--- src/hw/net_config_defs.svh ---
/*
 Address map, field positions, reset values and timing of the
 common configuration block. Assumes a 100 MHz system clock.
*/
`ifndef NET_CONFIG_DEFS_SVH
`define NET_CONFIG_DEFS_SVH

// Byte addresses
`define ADDR_MODE      16'h0000
`define ADDR_SUBNET    16'h0005
`define ADDR_MAC       16'h0009
`define ADDR_IP        16'h000f
`define ADDR_CAUSE     16'h0015
`define ADDR_ENABLE    16'h0016
`define ADDR_RTIME     16'h0017
`define ADDR_RCOUNT    16'h0019
`define ADDR_AUTH      16'h001c
`define ADDR_ALGO      16'h001e
`define ADDR_VERSION   16'h001f
`define ADDR_LCP       16'h0028

// Field byte counts
`define SUBNET_BYTES   16'h0004
`define MAC_BYTES      16'h0006
`define IP_BYTES       16'h0004
`define RTIME_BYTES    16'h0002
`define AUTH_BYTES     16'h0002

// Bit positions
`define BIT_SW_RESET   7
`define BIT_PING_BLOCK 4
`define BIT_PPP_EN     3
`define BIT_CLASH      7
`define BIT_PPP_CLOSED 5

// Reset values and TCP wait cap
`define RTIME_RESET    16'h07d0
`define RCOUNT_RESET   8'h08
`define WAIT_MAX       17'h0ffff

// Timing
`define CLK_PERIOD_NS  10
`define RETRY_UNIT_US  100
`define LCP_UNIT_MS    25

`endif

--- src/hw/net_config_pkg.sv ---
/*
 Types of the common configuration block.
 Assumes nothing of its surroundings.
*/
package net_config_pkg;

   typedef enum logic [0:0] {
      RETRY_IDLE = 1'b0,
      RETRY_WAIT = 1'b1
   } retry_state_type;

   typedef struct packed {
      logic                  ppp_en;
      logic                  ping_block;
      logic [0:3][7:0]       subnet;
      logic [0:5][7:0]       mac;
      logic [0:3][7:0]       ip;
      logic                  cause_clash;
      logic                  cause_ppp;
      logic                  en_clash;
      logic                  en_ppp;
      logic [0:1][7:0]       retry_time;
      logic [7:0]            retry_count;
      logic [7:0]            lcp_interval;
      logic [0:1][7:0]       auth_type;
      logic [7:0]            auth_algo;
      logic [7:0]            rd_data;
      logic                  alert_n;
      retry_state_type       retry_state;
      logic                  is_tcp;
      logic [7:0]            attempts;
      logic [15:0]           wait_len;
      logic [15:0]           units;
      logic [15:0]           tick_cnt;
      logic                  retransmit;
      logic                  exhausted;
      logic                  close_sock;
      logic [21:0]           lcp_cycles;
      logic [7:0]            lcp_units;
      logic                  lcp_due;
   } block_state_type;

endpackage

--- src/hw/common_net_config_irq_retry.sv ---
/*
 Common configuration registers, host alert line and retry timer
 of a hardwired network controller.
 Assumes a byte-wide register port from the host interface and
 event pulses from protocol logic on the same clock.
*/
// The implementer's own choice: the strobed register port.
//
// What this block does
// - Six-byte MAC address, first byte on top
// - Four-byte IP address, top octet first
// - Four-byte subnet mask, top first, zero reset
// - ARP request with our IP sets clash
// - Clash and closed flags clear on one
// - PPPoE close sets bit five when enabled
// - Mode bit three enables PPPoE
// - Alert low while any enabled cause set
// - Enable bits gate matching cause bits
// - Retry time 16 bits, 100us, reset 2000
// - Retry time two bytes sets timeout
// - Retransmit when peer late or silent
// - Retry count reset 8, exhaust after count+1
// - TCP exhaust also closes the socket
// - ARP resent each retry time interval
// - ARP timeout is time times count+1
// - TCP wait doubles, capped below 65536
// - Read-only auth type, zero reset
// - Read-only auth algorithm, zero reset
// - Fixed chip version on read
// - LCP echo interval in 25ms counts
`timescale 1ns/1ps
`include "net_config_defs.svh"

module common_net_config_irq_retry
   import net_config_pkg::*;
#(
   // Value is arbitrary
   parameter logic [7:0] CHIP_VERSION      = 8'h5a,
   parameter int         RETRY_UNIT_CYCLES =
      `RETRY_UNIT_US * 1000 / `CLK_PERIOD_NS,
   parameter int         LCP_UNIT_CYCLES   =
      `LCP_UNIT_MS * 1000000 / `CLK_PERIOD_NS
)(
   input  wire logic        sys_clk,
   input  wire logic        reset,
   input  wire logic [15:0] reg_addr,
   input  wire logic [7:0]  reg_wdata,
   input  wire logic        reg_write,
   input  wire logic        reg_read,
   output logic      [7:0]  reg_rdata,
   input  wire logic        arp_req_seen,
   input  wire logic [31:0] arp_req_ip,
   input  wire logic        ppp_link_closed,
   input  wire logic [15:0] negotiated_auth_type,
   input  wire logic [7:0]  negotiated_auth_algo,
   input  wire logic        retry_start,
   input  wire logic        retry_is_tcp,
   input  wire logic        peer_response,
   output logic             host_alert_n,
   output logic      [47:0] local_mac_address,
   output logic      [31:0] local_ip_address,
   output logic      [31:0] subnet_mask,
   output logic             ppp_mode_enable,
   output logic             ping_block_enable,
   output logic             retransmit_request,
   output logic             retry_exhausted,
   output logic             socket_close_request,
   output logic             lcp_echo_due
);

   block_state_type st_reg;
   block_state_type st_next;
   logic            sw_reset_hit;
   logic            clr_clash;
   logic            clr_ppp;
   logic            unit_tick;

   ////////////////////////////////////////////////////////////////
   // Helpers

   // Value of the whole state after reset
   function automatic block_state_type state_at_reset();
      block_state_type s;
      s = '0;
      s.retry_time  = `RTIME_RESET;
      s.retry_count = `RCOUNT_RESET;
      s.alert_n     = 1'b1;
      s.retry_state = RETRY_IDLE;
      return s;
   endfunction

   // Address falls inside a multi-byte field
   function automatic logic hit(input logic [15:0] a,
                                input logic [15:0] base,
                                input logic [15:0] n);
      return (a >= base) && (a < base + n);
   endfunction

   // Byte index inside a multi-byte field
   function automatic logic [2:0] ofs(input logic [15:0] a,
                                      input logic [15:0] base);
      logic [15:0] d;
      d = a - base;
      return d[2:0];
   endfunction

   // Next TCP wait: double, hold once it would pass the cap
   function automatic logic [15:0] dbl(input logic [15:0] w);
      logic [16:0] d;
      d = {w, 1'b0};
      if (d > `WAIT_MAX) begin
         return w;
      end
      return d[15:0];
   endfunction

   ////////////////////////////////////////////////////////////////
   // Next state

   assign sw_reset_hit = reg_write && (reg_addr == `ADDR_MODE) &&
                         reg_wdata[`BIT_SW_RESET];
   assign clr_clash = reg_write && (reg_addr == `ADDR_CAUSE) &&
                      reg_wdata[`BIT_CLASH];
   assign clr_ppp = reg_write && (reg_addr == `ADDR_CAUSE) &&
                    reg_wdata[`BIT_PPP_CLOSED];
   assign unit_tick = st_reg.tick_cnt ==
                      16'(RETRY_UNIT_CYCLES - 1);

   always_comb begin
      st_next = st_reg;
      st_next.rd_data    = 8'h00;
      st_next.retransmit = 1'b0;
      st_next.exhausted  = 1'b0;
      st_next.close_sock = 1'b0;
      st_next.lcp_due    = 1'b0;
      st_next.auth_type  = negotiated_auth_type;
      st_next.auth_algo  = negotiated_auth_algo;

      // Host writes to plain storage
      if (reg_write) begin
         if (hit(reg_addr, `ADDR_SUBNET, `SUBNET_BYTES)) begin
            st_next.subnet[ofs(reg_addr, `ADDR_SUBNET)] =
               reg_wdata;
         end
         if (hit(reg_addr, `ADDR_MAC, `MAC_BYTES)) begin
            st_next.mac[ofs(reg_addr, `ADDR_MAC)] =
               reg_wdata;
         end
         if (hit(reg_addr, `ADDR_IP, `IP_BYTES)) begin
            st_next.ip[ofs(reg_addr, `ADDR_IP)] =
               reg_wdata;
         end
         if (hit(reg_addr, `ADDR_RTIME, `RTIME_BYTES)) begin
            st_next.retry_time[ofs(reg_addr, `ADDR_RTIME)] =
               reg_wdata;
         end
         case (reg_addr)
            `ADDR_MODE: begin
               st_next.ppp_en = reg_wdata[`BIT_PPP_EN];
               st_next.ping_block = reg_wdata[`BIT_PING_BLOCK];
            end
            `ADDR_ENABLE: begin
               // Only two enable bits exist
               st_next.en_clash = reg_wdata[`BIT_CLASH];
               st_next.en_ppp   = reg_wdata[`BIT_PPP_CLOSED];
            end
            `ADDR_RCOUNT: st_next.retry_count = reg_wdata;
            `ADDR_LCP:    st_next.lcp_interval = reg_wdata;
            default: ;
         endcase
      end

      // Sticky causes: a new event wins over a clear
      st_next.cause_clash = (st_reg.cause_clash & ~clr_clash) |
         (arp_req_seen && (arp_req_ip == st_reg.ip));
      st_next.cause_ppp = (st_reg.cause_ppp & ~clr_ppp) |
         (ppp_link_closed && st_reg.ppp_en);

      // Host reads, answered in the following cycle
      if (reg_read) begin
         if (hit(reg_addr, `ADDR_SUBNET, `SUBNET_BYTES)) begin
            st_next.rd_data = st_reg.subnet[ofs(reg_addr,
                                                `ADDR_SUBNET)];
         end
         if (hit(reg_addr, `ADDR_MAC, `MAC_BYTES)) begin
            st_next.rd_data = st_reg.mac[ofs(reg_addr, `ADDR_MAC)];
         end
         if (hit(reg_addr, `ADDR_IP, `IP_BYTES)) begin
            st_next.rd_data = st_reg.ip[ofs(reg_addr, `ADDR_IP)];
         end
         if (hit(reg_addr, `ADDR_RTIME, `RTIME_BYTES)) begin
            st_next.rd_data = st_reg.retry_time[ofs(reg_addr,
                                                    `ADDR_RTIME)];
         end
         if (hit(reg_addr, `ADDR_AUTH, `AUTH_BYTES)) begin
            st_next.rd_data = st_reg.auth_type[ofs(reg_addr,
                                                   `ADDR_AUTH)];
         end
         case (reg_addr)
            `ADDR_MODE: begin
               st_next.rd_data[`BIT_PPP_EN] = st_reg.ppp_en;
               st_next.rd_data[`BIT_PING_BLOCK] = st_reg.ping_block;
            end
            `ADDR_CAUSE: begin
               // Reserved bits stay zero
               st_next.rd_data[`BIT_CLASH] = st_reg.cause_clash;
               st_next.rd_data[`BIT_PPP_CLOSED] = st_reg.cause_ppp;
            end
            `ADDR_ENABLE: begin
               st_next.rd_data[`BIT_CLASH] = st_reg.en_clash;
               st_next.rd_data[`BIT_PPP_CLOSED] = st_reg.en_ppp;
            end
            `ADDR_RCOUNT:  st_next.rd_data = st_reg.retry_count;
            `ADDR_ALGO:    st_next.rd_data = st_reg.auth_algo;
            `ADDR_VERSION: st_next.rd_data = CHIP_VERSION;
            `ADDR_LCP:     st_next.rd_data = st_reg.lcp_interval;
            default: ;
         endcase
      end

      // Retransmission timer, counted in retry-time units
      case (st_reg.retry_state)
         RETRY_IDLE: ;
         RETRY_WAIT: begin
            if (peer_response) begin
               st_next.retry_state = RETRY_IDLE;
            end else if (!unit_tick) begin
               st_next.tick_cnt = st_reg.tick_cnt + 16'h0001;
            end else begin
               st_next.tick_cnt = 16'h0000;
               if (st_reg.units > 16'h0001) begin
                  st_next.units = st_reg.units - 16'h0001;
               end else if (st_reg.attempts ==
                            st_reg.retry_count) begin
                  // Final timeout
                  st_next.exhausted   = 1'b1;
                  st_next.close_sock  = st_reg.is_tcp;
                  st_next.retry_state = RETRY_IDLE;
               end else begin
                  // Resend; ARP keeps its wait
                  st_next.retransmit = 1'b1;
                  st_next.attempts = st_reg.attempts + 8'h01;
                  if (st_reg.is_tcp) begin
                     st_next.wait_len = dbl(st_reg.wait_len);
                  end
                  st_next.units = st_next.wait_len;
               end
            end
         end
         default: st_next.retry_state = RETRY_IDLE;
      endcase
      if (retry_start) begin
         st_next.retry_state = RETRY_WAIT;
         st_next.is_tcp      = retry_is_tcp;
         st_next.attempts    = 8'h00;
         st_next.wait_len    = st_reg.retry_time;
         st_next.units       = st_reg.retry_time;
         st_next.tick_cnt    = 16'h0000;
      end

      // LCP echo pacing while PPPoE is on
      if (!st_reg.ppp_en || st_reg.lcp_interval == 8'h00) begin
         st_next.lcp_cycles = 22'h000000;
         st_next.lcp_units  = 8'h00;
      end else if (st_reg.lcp_cycles !=
                   22'(LCP_UNIT_CYCLES - 1)) begin
         st_next.lcp_cycles = st_reg.lcp_cycles + 22'h000001;
      end else begin
         st_next.lcp_cycles = 22'h000000;
         if (st_reg.lcp_units + 8'h01 >= st_reg.lcp_interval) begin
            st_next.lcp_units = 8'h00;
            st_next.lcp_due   = 1'b1;
         end else begin
            st_next.lcp_units = st_reg.lcp_units + 8'h01;
         end
      end

      // Self-clearing software reset of the whole block
      if (sw_reset_hit) begin
         st_next = state_at_reset();
      end

      // Alert line from the next causes and enables
      st_next.alert_n = !((st_next.cause_clash && st_next.en_clash)
                       || (st_next.cause_ppp && st_next.en_ppp));
   end

   ////////////////////////////////////////////////////////////////
   // State register

   always_ff @(posedge sys_clk or posedge reset) begin
      if (reset) begin
         st_reg <= state_at_reset();
      end else begin
         st_reg <= st_next;
      end
   end

   // Outputs straight from the state flip-flops
   assign reg_rdata            = st_reg.rd_data;
   assign host_alert_n         = st_reg.alert_n;
   assign local_mac_address    = st_reg.mac;
   assign local_ip_address     = st_reg.ip;
   assign subnet_mask          = st_reg.subnet;
   assign ppp_mode_enable      = st_reg.ppp_en;
   assign ping_block_enable    = st_reg.ping_block;
   assign retransmit_request   = st_reg.retransmit;
   assign retry_exhausted      = st_reg.exhausted;
   assign socket_close_request = st_reg.close_sock;
   assign lcp_echo_due         = st_reg.lcp_due;
endmodule

--- config.mk ---
export PLATFORM = sky130hd
export DESIGN_NAME = common_net_config_irq_retry
export DESIGN_NICKNAME = d
export VERILOG_FILES = /design/src/hw/net_config_pkg.sv /design/src/hw/common_net_config_irq_retry.sv
export VERILOG_INCLUDE_DIRS = /design/src /design/src/hw
export SDC_FILE = /design/constraint.sdc
export NUM_CORES = 1
export LEC_CHECK = 0
export BUFFER_PORTS_ARGS = -buffer_cell sky130_fd_sc_hd__buf_2
export CAP_MARGIN = 20
export CORE_MARGIN = 1
export CORE_UTILIZATION = 30
export DETAILED_ROUTE_END_ITERATION = 12
export HOLD_SLACK_MARGIN = 0.1
export SETUP_SLACK_MARGIN = 0.4
export SYNTH_ARGS = -nofsm -noshare
export SYNTH_HDL_FRONTEND = slang
export SYNTH_SLANG_ARGS = --single-unit
export TNS_END_PERCENT = 50
--- constraint.sdc ---
create_clock -name sys_clk -period 10.9 [get_ports sys_clk]
set_clock_uncertainty 0.2 [all_clocks]
set_input_delay 2.18 -clock sys_clk [delete_from_list [all_inputs] [get_ports sys_clk]]
set_output_delay 2.18 -clock sys_clk [all_outputs]
set_load 0.05 [all_outputs]
### Word level (Yosys, flattened, before mapping)

Cells that the tools add are included.
Widths: inputs -> output; s select.

| cells by class | value |
|---|---|
| add/sub/neg operators | 10 |
| magnitude comparators | 22 |
| eq/ne operators | 15 |
| multiplexer cells | 81 |
| bitwise gates (word level) | 11 |
| reduce and logical (&&, ||, !) cells | 45 |

Operator list:

| cell | number |
|---|---|
| $mux 275 | 1 |
| $mux 8 | 25 |
| $mux 59 | 2 |
| $mux 114 | 1 |
| $mux 16 | 6 |
| $eq 16x5->1 const B | 5 |
| $mux 40 | 2 |
| $bwmux 32 | 2 |
| $mux 32 | 2 |
| $mux 58 | 1 |
| $bwmux 48 | 1 |
| $lt 16x5->1 const B | 3 |
| $mux 48 | 1 |
| $mux 34 | 1 |
| $bmux 8 s2 | 2 |
| $demux 8 s2 | 2 |
| $eq 32x32->1 | 1 |
| $ge 16x4->1 const B | 2 |
| $ge 16x5->1 const B | 2 |
| $lt 16x4->1 const B | 2 |
| $mux 30 | 1 |
| $bmux 8 s3 | 1 |
| $demux 8 s3 | 1 |
| $mux 24 | 1 |
| 46 further kinds | 116 |

| word-level totals | value |
|---|---|
| flip-flop bits (word level) | 275 |
| input port bits | 89 |
| output and inout bits | 127 |

### Depth between registers and ports, before layout

Gate-level depths: netlist of the first run.

| depth | value |
|---|---|
| word-level depth | 20 |
| depth in mapped cells | 15 |

### Worst setup path after synthesis of the first run

OpenSTA, ideal clock, no wires.

| timing path | value |
|---|---|
| path kind | input port to flip-flop |
| start point | input port reg_addr[0] |
| end point | register st_reg (netlist bit reg_rdata[1]) |
| setup time | 0.124 ns |
| arrival time | 5.093 ns |
| data required time | 10.576 ns |
| path slack | 5.483 ns |
| cell stages on the path | 11 |
| buffers on the path | 5 |
| cell sequence | buf_2 -> buf_2 -> buf_1 -> inv_1 -> ha_1 -> clkbuf_1 -> clkbuf_1 -> mux4_2 -> a21oi_1 -> o21ai_0 -> o31a_1 |

RTL lines:

| item | RTL line | source |
|---|---|---|
| from (decl) | common_net_config_irq_retry.sv:46 | `input wire logic [15:0] reg_addr,` |
| to (signal assigned) | common_net_config_irq_retry.sv:293 | `st_reg <= state_at_reset();` |
| to (signal assigned) | common_net_config_irq_retry.sv:295 | `st_reg <= st_next;` |
| to (decl) | common_net_config_irq_retry.sv:71 | `block_state_type st_reg;` |

### Worst setup path in the final report of the first run

| timing path | value |
|---|---|
| start point | input port reg_addr[15] |
| end point | register st_reg[61] (netlist name) |

| between the ends | value |
|---|---|
| word-level cells in the longest chain between the ends | 5 |
| elaborated cells on any way between the ends | 9 |

RTL lines:

| item | RTL line | source |
|---|---|---|
| $logic_not 16->1 (*) | - |  |
| $logic_and 1x1->1 (*) (2 in a row) | common_net_config_irq_retry.sv:120 | `` assign sw_reset_hit = reg_write && (reg_addr == `ADDR_MODE) && `` |
| $ne 4x4->1 (no line) (tied with other cells) | - |  |
| $reduce_and 4->1 (no line) | - |  |

Mark *: on every way between the ends. The rest lies on a longest branch, timed or not.
A chain may end at the register's enable or synchronous reset.

==> out/metrics.csv, run 1 <==
metric;value;unit
fillerInstances;5227;
stdcell_area;17600;um2
setup_viol;0;
cpMaxStageDelayCell;or4_1;
layout_common_cells;267 x dfrtp_1, 214 x buf_2, 161 x nand2_1;
synth_cell_type_count;72;
wl;49.5;mm
worst-endpoint-required;11.11;ns
rows;83;
max_slew_margin;0.310;
insertion_delay;0.57;ns
fmax;189;MHz
power.total;2.31;mW
drc_errors;0;
register_area;6890;um2
rsz0062_at_grt;false;
track_usage;0.180;
antenna_found_initial;4;
synthCells;1673;
vias;12798;
cts_buffer_depth;3;
worstSetupPathType;primary input to flop;
layout_commonest_cell;dfrtp_1;
h-tree-depth;1;
syn_nets;1784;
die_area;53600;um2
cp_max_fo;76;
io_buffers;215;
drt_iter0_drc;888;
place_area;16600;um2
io_pins;216;
post_cts.repair.setup_buffers;0;
final_layout_size_suffix_gt1_frac;0.196;
ant_nets;0;
end_kind;flop;
powerDensity;131;nW/um2
cts_resized;0;
grt_pass1_wl;75.1;mm
ys_seq_area_frac;0.436;
cts_sinks;275;
grt_pass1_vias;12205;
final-max-slew-violation-count;0;
crit_chain;buf_2 -> or4_1 -> or4_1 -> nor3_4 -> buf_4 -> buf_4 -> a311oi_1 -> o21ai_0 -> a21oi_1;
syn_to_final_growth;11.6;%
postCtsHoldBufs;0;
dieWidth;231;um
worst_slack;5.62;ns
start_util;0.306;
cts-buffers-inserted;31;
cap_violations;0;
fin_crit_sh;0.485;
finalSetupTns;0;ns
vias_per_cell;5.28;
layout.nets;1828;
wl_per_cell;20.4;um
whs;0.291;ns
dp_hpwl;35.0;mm
core-area;51600;um2
die_y;231;um
min_period;5.28;ns
max-vdd-ir-drop;0.107;mV
overflow;0;
async_flop_share;1.00;
cts_tree;yes;
fin_util;0.341;
p_leak;8.02;nW
worst_pin_slew;1.04;ns
ys_ff_latch;275;
synth.avg_cell_area;9.44;um2
multi_input_area;7500;um2
worst_path_largest_cell_delay;0.79;ns
fin_cells;2422;
hp-class;flop to flop;
dp_cells;2363;
hold_violations;0;
synth_warnings;0;
grt_max_degree;161;
cts_root_buffer;clkbuf_16;
syn_area;15800;um2
post-place-ws;5.08;ns
status;completed;
crit_path_start_kind;primary input;
largest_reg_flops;148;
synth_top_flop_cell;dfrtp_1;
drt_pass1_iterations;6;
synth_edf_count;0;
arrival;5.50;ns
gp_congestion;0.873;
clk_pin_slew;0.06;ns
kinds of logic (layout without fill, tap and decap cells):
family / count (synthesis) / after routing / synth area share
muxes: 148 / 148 / 0.114
AOI/OAI and AO/OA: 287 / 287 / 0.107
xor gates and xnor gates: 87 / 87 / 0.0483
and+or+nand+nor: 605 / 605 / 0.187
DFF: 275 / 275 / 0.436
adders and majority gates: 22 / 22 / 0.0174
buffers and inverters: 249 / 317 / 0.0901
other: 0 / 1 / 0
cells in the mapped netlist (all sizes together), types with 5 or more instances:
library cell | count | area, um2
a211oi | 7 | 52.6
a21boi | 5 | 37.5
a21oi | 119 | 596
a22o | 7 | 61.3
a22oi | 17 | 128
a31oi | 5 | 31.3
and2 | 8 | 50.1
and3 | 15 | 93.8
buf | 147 | 1040
clkbuf | 73 | 274
dfrtp | 267 | 6680
dfstp | 8 | 210
ha | 22 | 275
inv | 29 | 109
mux2 | 9 | 101
mux2i | 115 | 1150
mux4 | 24 | 541
nand2 | 162 | 611
nand2b | 12 | 75.1
nand3 | 110 | 551
nand4 | 23 | 144
nor2 | 162 | 618
nor2b | 36 | 225
nor3 | 21 | 144
nor4 | 13 | 103
nor4b | 6 | 52.6
o21a | 5 | 37.5
o21ai | 74 | 370
o22ai | 11 | 68.8
o31ai | 5 | 37.5
or2 | 7 | 43.8
or3 | 9 | 56.3
or4 | 7 | 56.3
xnor2 | 52 | 455
xor2 | 35 | 307
layout make-up:
type / count / area share
diodes: 1 / 0.000142
clock buffers: 47 / 0.0520
clock inverters: 10 / 0.00760
inverters: 29 / 0.00660
multi-input cells: 1149 / 0.425
flip-flops and latches: 275 / 0.391
well taps: 680 / 0.0483
repair buffers: 231 / 0.0687
critical path: cells and delay by family:
family	cells	cell delay, ns
compound gates	3	0.28
buf+inv	3	1.31
simple gates	3	1.66
routing by layer:
layer  up-vias  GRT usage  routed length, um
li1       5829          -                  -
met1      6382      0.244              21200
met2       520      0.291              23300
met3        65     0.0383               4010
met4         2     0.0453                980
met5         -          0                  9
worst paths after layout:
kind	startpoint	slack, ns	to	depth (start not counted)
setup / recovery	reg_addr[15]	5.62	st_reg[61]	9
hold / removal	st_reg[9]	0.29	st_reg[9]	1
setup reg to reg	st_reg[50]	7.53	st_reg[53]	9
hold reg to reg	st_reg[9]	0.29	st_reg[9]	1
max in group asynchronous	reset	7.50	st_reg[41]	3
min in group asynchronous	reset	1.57	local_mac_address[37]	2
power breakdown:
| group | internal, mW | total, mW | switching (mW) |
|---|---|---|---|
| logic | 0.0569 | 0.179 | 0.122 |
| clock network | 0.647 | 1.08 | 0.432 |
| registers | 1.04 | 1.05 | 0.0123 |
| total | 1.74 | 2.31 | 0.567 |
Note: power is estimated with default switching activity, not from simulation.
==> run 2: changes to the inputs <==
Settings changed: ABC_AREA from default to 1.
Clock period 10.9 ns to 4.31 ns, I/O delays scaled along.
==> run 2 against run 1 <==
Effect of this change: wire length is 10% higher; synthesized area is 2.9% higher; hold slack worse by 0.024 ns; largest cell class unchanged.
==> out/metrics.csv, run 2 <==
metric;value;unit
status;completed;
synth.cells.most_frequent;395 x nand2_1, 270 x inv_1, 267 x dfrtp_1, 235 x nor2_1, 161 x o21ai_0;
synthCells;2150;
cts_sinks;275;
powerDensity;339;nW/um2
min_to;st_reg[9];
fin_crit_sh;0.736;
synth_compound_area_frac;0.148;
synthXorXnorAreaFrac;0.0226;
io_pins;216;
fin_util;0.345;
ant_nets;0;
min_period;3.17;ns
max-vdd-ir-drop;0.232;mV
cts_root_buffer;clkbuf_16;
cts-buffers-inserted;35;
wl;54.6;mm
rows;84;
drc_errors;0;
min_from;st_reg[9];
wl_per_cell;18.5;um
largest_reg_flops;148;
synth_area_leader_cell;dfrtp_1;
layout_commonest_cell;nand2_1;
antenna_found_initial;2;
synth_top_area_share;0.411;
arrival;3.35;ns
grt_pass1_wl;84.0;mm
gp_congestion;0.952;
cts_resized;0;
insertion_delay;0.53;ns
crit_chain;buf_2 -> buf_4 -> ha_1 -> nand2_1 -> nor2_1 -> nor2_2 -> inv_1 -> nand3_2 -> nor2_4 -> nand3_1 -> nand2_1 -> a22oi_1;
worst_slack;1.14;ns
syn_area;16200;um2
worst-endpoint-required;4.49;ns
final_layout_size_suffix_gt1_frac;0.163;
hold_violations;0;
synth_area_leaders;dfrtp_1 41%, nand2_1 9.1%, inv_1 6.2%;
ys_ff_latch;275;
dieWidth;235;um
grtUsageMet1;0.255;
cts_buffer_depth;3;
hp-class;flop to flop;
dp_hpwl;41.0;mm
synth_top_flop_cell;dfrtp_1;
synth_most_common_cell;nand2_1;
worst_path_largest_cell_delay;0.40;ns
clk_pin_slew;0.06;ns
worst_pin_slew;0.865;ns
grt_pass1_vias;14587;
syn_to_final_growth;12.6;%
cp_max_fo;28;
layout_common_cells;395 x nand2_1, 269 x inv_1, 267 x dfrtp_1;
overflow;0;
ys_seq_area_frac;0.424;
worstReg2RegStart;st_reg[1];
cts_tree;yes;
r2r-end;st_reg[6];
layout.nets;2346;
start_util;0.306;
rrSetupSlack;1.46;ns
synthMuxAreaShare;0;
setup_viol;0;
syn_nets;2261;
core-area;53100;um2
vias;15069;
synth_cell_type_count;47;
die_y;235;um
synth_edf_count;0;
use_met3;0.0374;
post-place-ws;0.639;ns
reg2reg_depth;13;
drt_iter0_drc;1617;
finalSetupTns;0;ns
crit_path_start_kind;primary input;
die_area;55100;um2
cap_violations;0;
h-tree-depth;2;
grt_busiest_layer;met2;
drt_pass1_iterations;5;
synth_top_family_by_area;simple AND/OR/NAND/NOR gates;
hold_path_depth;1;
synth_warnings;0;
async_flop_share;1.00;
worst_path_most_repeated_cell;nand2_1;
fmax;315;MHz
final-max-slew-violation-count;0;
rsz0062_at_grt;false;
track_usage;0.193;
vias_per_cell;5.11;
synth_fa_ha_area_frac;0.0169;
io_buffers;215;
worstSetupPathType;primary input to flop;
globalRouteMet2Util;0.316;
grt_max_degree;121;
p_leak;9.05;nW
synthSimpleGateAreaFrac;0.246;
cpMaxStageDelayCell;nand3_1;
whs;0.267;ns
synth.avg_cell_area;7.55;um2
end_kind;flop;
max_slew_margin;0.423;
-- run 2: cell types whose count changed after synthesis, sizes merged, moves of 23 or more --
cell | previous run | this run
o22ai | 11 | 70
clkbuf | 73 | 24
nand3 | 110 | 141
xnor2 | 52 | 10
nor3 | 21 | 44
mux2i | 115 | 0
nor2 | 162 | 251
mux4 | 24 | 0
nor2b | 36 | 0
nand2 | 162 | 417
o21ai | 74 | 209
inv | 29 | 286
-- run 2: through the flow --
step                      instance area [um2]  total power, mW  cells
final                                   18300             6.20   2948
after global placement                  17100             3.29   2885
after global routing                    18300             6.44   2947
after detailed placement                17100             3.29   2885
after CTS                               18300             6.26   2947
after floorplan                         16200             3.08   2150
-- run 2: worst max path at each step --
stage                 from                   end  slack [ns]  cells past startpoint
2_1_floorplan        reset          lcp_echo_due       -0.38                      1
3_3_place_gp   reg_addr[1]            st_reg[43]        0.73                     13
3_5_place_dp   reg_addr[1]            st_reg[43]        0.64                     13
4_1_cts        reg_addr[1]            st_reg[43]        1.19                     13
5_1_grt        reg_addr[1]            st_reg[43]        0.90                     13
6_report       reg_addr[0]  local_ip_address[14]        1.14                     12
-- run 2: logic make-up after synthesis --
logic type	after synthesis
adders and majority gates	22
xor gates and xnor gates	42
DFF	275
AOI/OAI and AO/OA	435
and+or+nand+nor	903
buffers and inverters	473
-- run 2: timing repair --
item                      in CTS  in global routing
hold endpoints to repair       1                  0
buffers inserted               0                  0
hold buffers                   1                  0
-- run 2: per-layer routing --
layer / vias to the layer above / part of all wire
met1: 7297 / 0.43
met3: 107 / 0.070
met5: - / 0.00024
met2: 589 / 0.46
met4: 2 / 0.032
li1: 7074 / -
-- run 2: layout make-up --
type                    count  area [um2]
diodes                      1        2.50
clock buffers              53        1050
clock inverters             8         109
fillers                  5585       34800
inverters                 287        1080
multi-input cells        1402        7040
flip-flops and latches    275        6890
well taps                 688         861
repair buffers            234        1250
-- run 2: worst max-delay path: cells and delay by family --
kind / cells / cell delay (ns)
compound gates: 1 / 0.11
fa+ha+maj: 1 / 0.23
buf+inv: 3 / 0.52
simple gates: 7 / 1.63
-- run 2: power by group --
group / total, mW / switching [mW] / internal (mW)
logic: 0.574 / 0.412 / 0.162
registers: 2.68 / 0.0453 / 2.63
clock network: 2.95 / 1.14 / 1.81
total: 6.20 / 1.59 / 4.61
==> run 3: changes to the inputs <==
Clock period 4.31 ns to 3.3 ns, I/O delays scaled along.
==> run 3 against run 2 <==
Effect of this change: first-iteration DRC count fell by 8.0%; global-route usage rose by 0.30 points; sequential power rose by 31%; sequential share of layout area fell by 0.47 points; clock power rose by 24%; wire length rose by 0.78%; die area did not move; via count fell by 0.32%; critical endpoint is now st_reg[79].
==> out/metrics.csv, run 3 (synthesized netlist as in run 2, its figures left out) <==
metric;value;unit
max_slew_margin;0.458;
layout.nets;2369;
grt_pass1_vias;14782;
die_area;55100;um2
grt_pass1_wl;85.4;mm
clk_pin_slew;0.06;ns
track_usage;0.196;
cpMaxStageDelayCell;nor4_1;
cp_max_fo;30;
min_period;2.70;ns
h-tree-depth;1;
final_layout_size_suffix_gt1_frac;0.172;
antenna_found_initial;0;
wl_per_cell;18.5;um
drt_pass1_iterations;5;
powerDensity;429;nW/um2
syn_to_final_growth;14.1;%
start_util;0.306;
hp-class;primary input to flop;
cts-buffers-inserted;31;
worst-endpoint-required;3.59;ns
arrival;2.99;ns
rsz0062_at_grt;true;
io_buffers;215;
layout_common_cells;395 x nand2_1, 269 x inv_1, 266 x dfrtp_1;
worst_path_largest_cell_delay;0.45;ns
dp_hpwl;42.0;mm
crit_path_start_kind;flop;
layout_commonest_cell;nand2_1;
crit_chain;ha_1 -> nand2_1 -> nor2_2 -> inv_1 -> nor4_1 -> nand3_1 -> nand2_2 -> buf_12 -> nand3_1 -> o21ai_0;
hold_violations;0;
grt_max_degree;86;
power.total;7.94;mW
cts_root_buffer;clkbuf_16;
wl;55.1;mm
drc_errors;0;
cp_num_buf_inv;2;
ant_nets;0;
end_kind;flop;
post_cts.repair.setup_buffers;0;
status;completed;
vias;15021;
whs;0.109;ns
largest_reg_flops;148;
max-vdd-ir-drop;0.325;mV
cts_sinks;275;
vias_per_cell;5.06;
insertion_delay;0.60;ns
die_y;235;um
cap_violations;0;
worst_path_most_repeated_cell;nand3_1;
fin_crit_sh;0.819;
rows;84;
overflow;0;
dieWidth;235;um
drt_iter0_drc;1487;
cts_buffer_depth;3;
worstSetupPathType;flop to flop;
io_pins;216;
core-area;53100;um2
gp_congestion;0.945;
fmax;370;MHz
final-max-slew-violation-count;0;
diodes;0;
setup_viol;0;
critical-path-top-delay-family;simple AND/OR/NAND/NOR gates;
p_leak;9.17;nW
worst_pin_slew;0.811;ns
cts_tree;yes;
==> run 3: cell count changes in the layout (fill, tap and decap cells not counted), moves of 2 or more <==
| cell | delta |
|---|---|
| buf_4 | +14 |
| clkinv_2 | +3 |
| clkinvlp_4 | +2 |
| clkbuf_16 | -5 |
| clkbuf_1 | -3 |
| dlygate4sd3_1 | +5 |
| buf_12 | +8 |
==> run 3: layer usage <==
layer / GRT usage / part of all wire / vias up
met3: 0.0269 / 0.067 / 99
met4: 0.0604 / 0.030 / 0
met2: 0.323 / 0.47 / 601
met1: 0.266 / 0.44 / 7193
met5: 0 / 0 / -
li1: - / - / 7128
==> run 3: worst paths after layout <==
| check | startpoint | end | slack, ns | depth (start not counted) |
|---|---|---|---|---|
| setup / recovery | st_reg[34] | st_reg[79] | 0.60 | 10 |
| hold / removal | negotiated_auth_type[9] | st_reg[118] | 0.11 | 3 |
| setup reg to reg | st_reg[34] | st_reg[79] | 0.60 | 10 |
| hold reg to reg | st_reg[9] | st_reg[9] | 0.26 | 1 |
| max in group asynchronous | reset | st_reg[63] | 1.65 | 4 |
| min in group asynchronous | reset | local_mac_address[32] | 0.43 | 3 |
==> run 3: through the flow <==
step	cell area [um2]	util	instances	setup slack (ns)	TNS [ns]
4_1_cts	18500	0.349	2970	0.449	0
3_3_place_gp	17400	0.327	2907	0.0956	0
6_report	18500	0.349	2970	0.598	0
3_5_place_dp	17400	0.327	2907	0.111	0
2_1_floorplan	16200	-	2150	-1.19	-319.90
5_1_grt	18500	0.349	2970	0.390	0
==> run 3: power breakdown <==
| part | internal (mW) | total (mW) | leakage (nW) | switching [mW] |
|---|---|---|---|---|
| combinational | 0.238 | 0.785 | 5.32 | 0.547 |
| sequential | 3.44 | 3.50 | 3.32 | 0.0565 |
| clock | 2.16 | 3.66 | 0.529 | 1.50 |
| total | 5.84 | 7.94 | 9.17 | 2.10 |
==> run 3: final cells by class <==
cell class              instances  area, um2
fillers                      5558      34500
multi-input cells            1402       7060
flip-flops and latches        275       6890
repair buffers                261       1560
inverters                     287       1080
clock buffers                  45        918
well taps                     688        861
clock inverters                12        155
==> run 3: worst reg2reg max path: stages (launching register included) <==
cell and delay, ns:
dfrtp_1 0.40, ha_1 0.19, nand2_1 0.10, nor2_2 0.26, inv_1 0.14, nor4_1 0.45
nand3_1 0.17, nand2_2 0.28, buf_12 0.22, nand3_1 0.09, o21ai_0 0.11
==> run 3: repair_timing <==
action / CTS / global route
endpoints found under the setup margin: 0 / 20
endpoints found under the hold margin: 12 / 0
gates resized for setup: 0 / 4
hold buffers: 6 / 0
